`src/elpc_pkg.sv`:
```
// Functional notes
// - core stacks on entry, restores on return
// - latch and arbitrate; latched request is never pre-empted
// - service only at boundary, mask clear, enabled; wait/stop wakes need no boundary, stop recovery end ignores the mask
// - highest pending priority served first
// - pending request served right after return
// - high index register is not stacked
// - software interrupt ignores the mask bit
// - software stacks pc, hardware stacks pc-1
// - reset, software, then sources one to sixteen
// - three read-only pending flag registers
// - reset highest, bypasses arbitration
// - break forces the software interrupt vector
// - break protects flags unless clear enable set
// - two-step clears stay protected during break
// - wait or stop clears the mask bit
// - wait gates core clocks, peripherals run
// - wake from wait stacks one cycle later
// - break during wait sets stop/wait flag
// - watchdog runs in wait unless disabled
// - stop resets counter, gates both clocks
// - recovery 4096 or 32 crystal cycles
// - counter held in stop, then times recovery
// - writing zero clears the stop/wait flag
package elpc_pkg;

  // register indices on the plain port
  localparam logic [2:0] ADDR_PEND_FIRST = 3'h0;
  localparam logic [2:0] ADDR_PEND_SECOND = 3'h1;
  localparam logic [2:0] ADDR_PEND_THIRD = 3'h2;
  localparam logic [2:0] ADDR_BRK_STATUS = 3'h3;
  localparam logic [2:0] ADDR_BRK_FLAG_CTRL = 3'h4;
  localparam logic [2:0] ADDR_CONFIG = 3'h5;

  // field positions
  localparam int BIT_STOP_WAIT_FLAG = 1;
  localparam int BIT_BRK_CLR_EN = 7;
  localparam int BIT_SHORT_REC = 0;
  localparam int BIT_WDOG_DIS = 1;

  // reset values
  localparam logic RST_BRK_CLR_EN = 1'b0;
  localparam logic RST_SHORT_REC = 1'b0;
  localparam logic RST_WDOG_DIS = 1'b0;

  // vector selectors handed to the core
  localparam logic [4:0] VEC_SWI = 5'h00;
  localparam logic [4:0] VEC_HW0 = 5'h01;

  // crystal clock enable divider and stop recovery lengths
  localparam logic [1:0] XTAL_DIV = 2'h2;
  localparam int LONG_REC_XTAL = 4096;
  localparam logic [12:0] SHORT_REC_XTAL = 13'h0020;

  // sequencer states
  typedef enum logic [2:0] {
    ST_RUN = 3'b000,
    ST_WAIT = 3'b001,
    ST_STOP = 3'b010,
    ST_RECOV = 3'b011
  } elpc_state_t;

  // whole state of the block
  typedef struct packed {
    elpc_state_t state;
    logic latched;
    logic [4:0] vec;
    logic is_sw;
    logic take;
    logic restore;
    logic clr_imask;
    logic brk_state;
    logic stop_wait_flag;
    logic brk_clr_en;
    logic short_rec;
    logic wdog_dis;
    logic [1:0] xdiv;
    logic [12:0] rcnt;
    logic [7:0] rdata;
    logic cpu_clk_en;
    logic per_clk_en;
    logic bus_clk_en;
    logic xtal_clk_en;
    logic flag_clr_en;
    logic wdog_en;
  } elpc_regs_t;

endpackage

```
`src/elpc_ctrl.sv`:
```
`timescale 1ns/100ps
module elpc_ctrl import elpc_pkg::*; #(
  parameter int LONG_REC = LONG_REC_XTAL
) (
  input wire logic clock,
  input wire logic rst_n,
  input wire logic instr_done,
  input wire logic i_mask,
  input wire logic swi_exec,
  input wire logic rti_exec,
  input wire logic wait_exec,
  input wire logic stop_exec,
  input wire logic vec_fetch,
  input wire logic brk_req,
  input wire logic [15:0] irq_req,
  input wire logic [15:0] irq_en,
  input wire logic [2:0] addr,
  input wire logic [7:0] wdata,
  input wire logic wr,
  input wire logic rd,
  output logic [7:0] rdata,
  output logic int_take,
  output logic [4:0] vector_sel,
  output logic stack_pc_minus1,
  output logic restore_req,
  output logic clr_imask,
  output logic brk_state,
  output logic flag_clr_en,
  output logic cpu_clk_en,
  output logic per_clk_en,
  output logic bus_clk_en,
  output logic xtal_clk_en,
  output logic wdog_en
);

  // index of the highest priority request, lowest bit wins
  function automatic logic [3:0] prio(input logic [15:0] req);
    logic [3:0] idx;
    idx = 4'h0;
    for (int i = 15; i >= 0; i--) begin
      if (req[i]) begin
        idx = 4'(i);
      end
    end
    return idx;
  endfunction

  elpc_regs_t s_reg; // registered state
  elpc_regs_t s_next; // next state
  logic [15:0] hw_live; // enabled requests
  logic hw_any; // any enabled request
  logic wake; // event that ends wait or stop
  logic [12:0] rec_last; // last count of recovery

  assign hw_live = irq_req & irq_en;
  assign hw_any = |hw_live;
  assign wake = brk_req | (hw_any & ~i_mask);
  assign rec_last = s_reg.short_rec ? (SHORT_REC_XTAL - 13'h0001) : 13'(LONG_REC - 1);

  // next state of the whole block
  always_comb begin
    s_next = s_reg;
    s_next.take = 1'b0;
    s_next.restore = 1'b0;
    s_next.clr_imask = 1'b0;
    s_next.rdata = 8'h00;
    // crystal clock enable divider
    s_next.xdiv = (s_reg.xdiv == XTAL_DIV - 2'h1) ? 2'h0 : s_reg.xdiv + 2'h1;
    // core acknowledges the vector, latch releases
    if (vec_fetch) begin
      s_next.latched = 1'b0;
    end
    // restore request on return, break state ends there
    if (rti_exec && instr_done) begin
      s_next.restore = 1'b1;
      s_next.brk_state = 1'b0;
    end
    unique case (s_reg.state)
      ST_RUN: begin
        // arbitration only at an instruction boundary
        if (instr_done && !s_reg.latched) begin
          if (brk_req) begin
            s_next.latched = 1'b1;
            s_next.vec = VEC_SWI;
            s_next.is_sw = 1'b1;
            s_next.take = 1'b1;
            s_next.brk_state = 1'b1;
          end else if (swi_exec) begin
            s_next.latched = 1'b1;
            s_next.vec = VEC_SWI;
            s_next.is_sw = 1'b1;
            s_next.take = 1'b1;
          end else if (hw_any && !i_mask) begin
            s_next.latched = 1'b1;
            s_next.vec = VEC_HW0 + {1'b0, prio(hw_live)};
            s_next.is_sw = 1'b0;
            s_next.take = 1'b1;
          end else if (wait_exec) begin
            s_next.state = ST_WAIT;
            s_next.clr_imask = 1'b1;
            s_next.cpu_clk_en = 1'b0;
          end else if (stop_exec) begin
            s_next.state = ST_STOP;
            s_next.clr_imask = 1'b1;
            s_next.cpu_clk_en = 1'b0;
            s_next.per_clk_en = 1'b0;
            s_next.bus_clk_en = 1'b0;
            s_next.xtal_clk_en = 1'b0;
            s_next.rcnt = 13'h0000;
          end
        end
      end
      ST_WAIT: begin
        // wake stacks on the very next cycle
        if (wake) begin
          s_next.state = ST_RUN;
          s_next.cpu_clk_en = 1'b1;
          s_next.latched = 1'b1;
          s_next.take = 1'b1;
          if (brk_req) begin
            s_next.vec = VEC_SWI;
            s_next.is_sw = 1'b1;
            s_next.brk_state = 1'b1;
            s_next.stop_wait_flag = 1'b1;
          end else begin
            s_next.vec = VEC_HW0 + {1'b0, prio(hw_live)};
            s_next.is_sw = 1'b0;
          end
        end
      end
      ST_STOP: begin
        // counter held at zero until an exit event
        s_next.rcnt = 13'h0000;
        if (wake) begin
          s_next.state = ST_RECOV;
          s_next.xtal_clk_en = 1'b1;
        end
      end
      ST_RECOV: begin
        // count crystal cycles, then resume and arbitrate
        if (s_reg.xdiv == 2'h0) begin
          if (s_reg.rcnt == rec_last) begin
            s_next.state = ST_RUN;
            s_next.cpu_clk_en = 1'b1;
            s_next.per_clk_en = 1'b1;
            s_next.bus_clk_en = 1'b1;
            if (brk_req) begin
              s_next.latched = 1'b1;
              s_next.vec = VEC_SWI;
              s_next.is_sw = 1'b1;
              s_next.brk_state = 1'b1;
              s_next.take = 1'b1;
            end else if (hw_any) begin
              s_next.latched = 1'b1;
              s_next.vec = VEC_HW0 + {1'b0, prio(hw_live)};
              s_next.is_sw = 1'b0;
              s_next.take = 1'b1;
            end
          end else begin
            s_next.rcnt = s_reg.rcnt + 13'h0001;
          end
        end
      end
      default: begin
        s_next.state = ST_RUN;
      end
    endcase
    // register writes
    if (wr) begin
      unique case (addr)
        ADDR_BRK_STATUS: begin
          // only a zero clears, a set event wins
          if (!wdata[BIT_STOP_WAIT_FLAG] && !(s_reg.state == ST_WAIT && brk_req)) begin
            s_next.stop_wait_flag = 1'b0;
          end
        end
        ADDR_BRK_FLAG_CTRL: begin
          s_next.brk_clr_en = wdata[BIT_BRK_CLR_EN];
        end
        ADDR_CONFIG: begin
          s_next.short_rec = wdata[BIT_SHORT_REC];
          s_next.wdog_dis = wdata[BIT_WDOG_DIS];
        end
        default: begin
        end
      endcase
    end
    // register reads, data stands one cycle later
    if (rd) begin
      unique case (addr)
        ADDR_PEND_FIRST: s_next.rdata = {irq_req[5:0], 2'b00};
        ADDR_PEND_SECOND: s_next.rdata = irq_req[13:6];
        ADDR_PEND_THIRD: s_next.rdata = {6'h00, irq_req[15:14]};
        ADDR_BRK_STATUS: s_next.rdata = 8'(s_reg.stop_wait_flag) << BIT_STOP_WAIT_FLAG;
        ADDR_BRK_FLAG_CTRL: s_next.rdata = 8'(s_reg.brk_clr_en) << BIT_BRK_CLR_EN;
        ADDR_CONFIG: s_next.rdata = {6'h00, s_reg.wdog_dis, s_reg.short_rec};
        default: s_next.rdata = 8'h00;
      endcase
    end
    // peripheral flag clearing permission during break
    s_next.flag_clr_en = !s_next.brk_state || s_next.brk_clr_en;
    // watchdog runs in wait unless disabled
    s_next.wdog_en = !s_next.wdog_dis && (s_next.state != ST_STOP);
  end

  // state register, synchronous reset bypasses arbitration
  always_ff @(posedge clock) begin
    if (!rst_n) begin
      s_reg <= '0;
      s_reg.state <= ST_RUN;
      s_reg.brk_clr_en <= RST_BRK_CLR_EN;
      s_reg.short_rec <= RST_SHORT_REC;
      s_reg.wdog_dis <= RST_WDOG_DIS;
      s_reg.cpu_clk_en <= 1'b1;
      s_reg.per_clk_en <= 1'b1;
      s_reg.bus_clk_en <= 1'b1;
      s_reg.xtal_clk_en <= 1'b1;
      s_reg.flag_clr_en <= 1'b1;
      s_reg.wdog_en <= 1'b1;
    end else begin
      s_reg <= s_next;
    end
  end

  // outputs straight from the state register
  assign rdata = s_reg.rdata;
  // take asks the core to stack its own registers only, never the high index
  assign int_take = s_reg.take;
  assign vector_sel = s_reg.vec;
  assign stack_pc_minus1 = !s_reg.is_sw;
  assign restore_req = s_reg.restore;
  assign clr_imask = s_reg.clr_imask;
  assign brk_state = s_reg.brk_state;
  assign flag_clr_en = s_reg.flag_clr_en;
  assign cpu_clk_en = s_reg.cpu_clk_en;
  assign per_clk_en = s_reg.per_clk_en;
  assign bus_clk_en = s_reg.bus_clk_en;
  assign xtal_clk_en = s_reg.xtal_clk_en;
  assign wdog_en = s_reg.wdog_en;

  // boundary in run with nothing latched
  logic arb_ok;
  assign arb_ok = instr_done && (s_reg.state == ST_RUN) && !s_reg.latched;
endmodule

```
`config.mk`:
```
export PLATFORM = sky130hd
export DESIGN_NAME = elpc_ctrl
export DESIGN_NICKNAME = d
export VERILOG_FILES = /design/src/elpc_pkg.sv /design/src/elpc_ctrl.sv
export SDC_FILE = /design/constraint.sdc
export NUM_CORES = 1
export LEC_CHECK = 0
export ABC_CLOCK_PERIOD_IN_PS = 4400
export BUFFER_PORTS_ARGS = -buffer_cell sky130_fd_sc_hd__buf_2
export CAP_MARGIN = 30
export CORE_MARGIN = 1.5
export CORE_UTILIZATION = 50
export CTS_CLUSTER_DIAMETER = 150
export DETAILED_ROUTE_END_ITERATION = 7
export MAX_ROUTING_LAYER = met4
export PLACE_DENSITY = 0.78
export SLEW_MARGIN = 20
export SYNTH_ARGS = -nofsm -noshare
export SYNTH_HDL_FRONTEND = slang
export SYNTH_SLANG_ARGS = --single-unit
```
`constraint.sdc`:
```
create_clock -name clock -period 4.4 [get_ports clock]
set_clock_uncertainty 0.1 [all_clocks]
set_input_delay 0.66 -clock clock [delete_from_list [all_inputs] [get_ports clock]]
set_output_delay 0.66 -clock clock [all_outputs]
set_load 0.02 [all_outputs]
```
After elaboration in Yosys (flattened, before gate mapping)

Index checks and enable logic that the tools add are counted.

Register bits: 47
Input port bits: 55
Word-level logic and storage cells: 178

Add/subtract/negate cells: 5
Eq/ne operators: 25
Multiplexer cells: 89
Bitwise logic cells: 7
Reduce and logical (&&, ||, !) cells: 31

Operator list:

| operator              | count |
|---|---|
| $mux 4                | 35 |
| $mux 13               | 8 |
| $pmux 8 s6            | 1 |
| $mux 11               | 4 |
| $mux 8                | 5 |
| $pmux 13 s3           | 1 |
| $mux 3                | 9 |
| $reduce_and 9->1      | 3 |
| $pmux 8 s3            | 1 |
| $ne 2x2->1 const B    | 11 |
| $and 16x16->16        | 1 |
| $reduce_or 16->1      | 1 |
| $add 1x4->5 const A   | 3 |
| $mux 1                | 15 |
| $add 13x1->13 const B | 1 |
| $eq 13x12->1          | 1 |
| $eq 3x2->1 const B    | 4 |
| $mux 12               | 1 |
| $pmux 3 s4            | 1 |
| $reduce_and 8->1      | 1 |
| $logic_not 1->1       | 7 |
| $reduce_and 7->1      | 1 |
| $eq 3x1->1 const B    | 2 |
| $eq 3x3->1 const B    | 2 |
| 22 further kinds      | 38 |

Depth between registers and ports, before layout

Depth in word-level cells: 30
Depth in mapped cells: 9

Worst setup path after synthesis

No wires, ideal clock.

Path type: input to register
From: input irq_req[4]
To: register s_reg[14] in the netlist's numbering
Setup time: 0.154 ns
Arrival time: 2.112 ns
Data required time: 4.146 ns
Slack: 2.034 ns
Cell stages on the path: 6
Path buffers: 0
Cells stage by stage: a22oi_1 -> nand4_1 -> o21ai_1 -> nand3_1 -> o31ai_1 -> a21oi_1

Longest elaborated chain between the ends: 5

Ends and longest elaborated chain:

| what                       | line             | text |
|---|---|---|
| start: declaration         | elpc_ctrl.sv:15  | `input wire logic [15:0] irq_req,` |
| $and 16x16->16             | elpc_ctrl.sv:55  | `assign hw_live = irq_req & irq_en;` |
| $reduce_or 16->1           | elpc_ctrl.sv:56  | `assign hw_any = \|hw_live;` |
| $logic_and 1x1->1          | elpc_ctrl.sv:93  | `end else if (hw_any && !i_mask) begin` |
| $ne 2x2->1 (no line)       | -                |  |
| $reduce_and 9->1 (no line) | -                |  |
| end signal: assignment     | elpc_ctrl.sv:221 | `s_reg <= s_next;` |
| end: declaration           | elpc_ctrl.sv:48  | `elpc_regs_t s_reg;` |

Every way passes these cells.
A chain may end at the register's enable or synchronous reset.

Worst setup path in the final report

From: input irq_req[4]
To: register s_reg[22] in the netlist's numbering

Same word-level chain as after synthesis.

==> flow_summary.ini <==
[timing]
maxSlewViolCount = 0
period_share_pct = 63.7
slew_headroom_pct = 57.6
setup_viol = 0
worst_pin_slew_ns = 0.635
fin_setup_tns_ns = 0
rsz0062_at_grt = false
fmax_ghz = 0.357
hold_viol = 0
finalCriticalPeriod_ns = 2.80

[drt]
avgRoutedWirePerCell_um = 14.4
drc = 0
routed_via_density = 5.91
drt_iter0_drc = 186
ant_nets = 0
routed_wirelength_um = 6470
vias = 2653
drtPass1Iterations = 5

[logic_synthesis]
syn_avg_cell_area_um2 = 8.24
synth_area_mm2 = 0.00267
seq_area_frac_synth_pct = 34.5
ys_ff_latch = 46
ys_types = 59
synth.most_common_cell = dfxtp_1
synth_common_cells = dfxtp_1 (46), nor2_1 (31), nand2_1 (24), a21oi_1 (17)
syn_inst = 324
synth.top_cell.area_share_pct = 34.5
synth_top_cell_by_area = dfxtp_1
synth_area_leaders = dfxtp_1 (34%), nor2_1 (4.4%), buf_4 (3.9%), nand2_1 (3.4%), a21oi_1 (3.2%)
syn_nets = 383
synth_enable_flop_cells = 0
synthArstFlopShare_pct = 0
synth_ff_type = dfxtp_1
ys_warn_count = 0

[worst_setup_path]
crit_required_ns = 4.49
r2r-end = s_reg[22]
reg2reg_slack_ns = 1.82
cp_slowest_cell = o31ai_1
path_buf_inv = 2
endpoint_kind = register
worstPathArrival_ns = 2.89
critPathMaxFanout = 18
cp_slowest_stage_delay_ns = 0.55
r2r_cells = 7
r2r-start = s_reg[44]
setup.worst_path.class = in -> reg
critical-path-top-delay-family = compound AO/OA/AOI/OAI gates
setup.worst_path.start_class = primary input
cp_cell_sequence = buf_2 -> a22oi_1 -> nand4_1 -> o21ai_1 -> nand3_1 -> o31ai_1 -> buf_4 -> a21oi_1

[cells_and_area]
final_core_util_pct = 59.6
drive_gt1_share_pct = 23.5
areaGrowthSynthToFinish_pct = 14.7
stdcell_area_mm2 = 0.00306
largest_register_ffs = 24
regArea_um2 = 921
multi_input_area_mm2 = 0.00157
fin_nets = 439
diodes = 0
fill_cells = 487

[clocking]
cts_setup_buffers = 0
cts.sinks = 46
cts_resized = 0
numCtsBuffers = 5
h-tree-depth = 2
path_clk_slew_ns = 0.08
cts_tree = done
clock-root-buffer = clkbuf_8
cts_hold_buf = 0
ctsLongestPathBuffers = 2
clk_latency_ns = 0.30

[floorplan]
rows = 26
ioPinCount = 79
die_h_um = 76.1
placeableCoreArea_mm2 = 0.00514
die-area_mm2 = 0.00579
initial_utilization_pct = 52.0
die_width_um = 76.1

[min_path]
min_to = s_reg[27]
holdPathStages = 1
hold_class = reg -> reg
hold_start = s_reg[27]

[power]
peakVddDrop_uv = 172
pwr_density_cell_mw_per_mm2 = 269
cellLeakagePower_nw = 1.23

[grt]
antenna_found_initial = 0
grt_max_degree = 35
grt_overflow = 0
grtUsageTotal_pct = 23.6
grt_pass1_wl_um = 11000
first_global_vias = 2382

[placed_design]
dp_hpwl_um = 4860
placed_cell_area_mm2 = 0.00298
gp_congestion = 0.955
numPortBuffers = 73

[status]
outcome = complete, no violations

[job]
drv_cap = 0
==> placed cells by master (no fill, tap or decap), drive strengths merged, types with 3 or more instances in the layout <==
cell type,n
nand4,5
nand2b,6
o31ai,9
a22o,3
clkbuf,6
nand3b,6
mux2i,8
nand3,11
and2,5
and4,4
ha,4
buf,74
or4,6
nand2,24
inv,7
nand4b,4
dfxtp,46
nor2,31
a21boi,4
and3,6
nor3b,4
a21oi,17
nor3,8
o311ai,5
a31oi,5
o21ai,16
o211ai,3
or3,4
nor2b,7
a22oi,8
a32o,4
==> how the worst max path moves through the flow <==
stage / start / slack, ns / to / depth (start not counted)
after CTS: irq_req[4] / 1.66 / s_reg[24] / 8
final: irq_req[4] / 1.60 / s_reg[22] / 8
after detailed placement: irq_req[4] / 1.34 / s_reg[23] / 8
after floorplan: irq_req[4] / 2.03 / s_reg[14] / 6
after global routing: irq_req[4] / 1.37 / s_reg[25] / 8
after global placement: irq_req[4] / 1.38 / s_reg[26] / 8
==> per-stage QoR <==
step                total power [mW]  hold WS, ns  worst slack, ns  std cells
floorplan                      0.521        0.325             2.03        324
global placement               0.571        0.333             1.38        443
detailed placement             0.573        0.343             1.34        443
CTS                            0.830        0.355             1.66        449
global route                   0.860        0.387             1.37        449
finish                         0.823        0.360             1.60        449
==> report_power, final <==
part | switching, mW | internal, mW | total, mW | leakage, nW
clock network | 0.137 | 0.121 | 0.258 | 0.0431
registers | 0.00517 | 0.426 | 0.431 | 0.373
logic | 0.0789 | 0.0556 | 0.134 | 0.812
total | 0.221 | 0.603 | 0.823 | 1.23
==> cell families after synthesis <==
group / Yosys count / share of synthesized area, %
buf+inv: 32 / 6.60
other cells: 1 / 0.140
simple gates: 142 / 30.2
flops: 46 / 34.5
xor+xnor: 1 / 0.328
fa+ha+maj: 4 / 1.87
mux: 8 / 3.00
compound gates: 90 / 23.4
==> per-layer routing <==
layer	global-route usage (%)	vias up	part of all wire, %
li1	-	1326	-
met3	4.79	12	5.8
met4	8.89	0	1.9
met2	36.3	98	45
met1	30.7	1217	47
met5	-	-	0
==> worst register-to-register path: stages (launching register included) <==
cell and delay (ns):
dfxtp_1 0.37, nor4b_1 0.35, nor2_1 0.07, nor2_1 0.24, nand3_1 0.50, o31ai_1 0.56
buf_4 0.24, a21oi_1 0.05
==> area by class of cell <==
type	instances	area share [%]
repair buffers	74	12.2
inverters	7	0.857
flip-flops and latches	46	30.1
multi-input cells	246	51.4
clock buffers	6	2.69
well taps	70	2.86
Power figures use the tool's default switching activity.
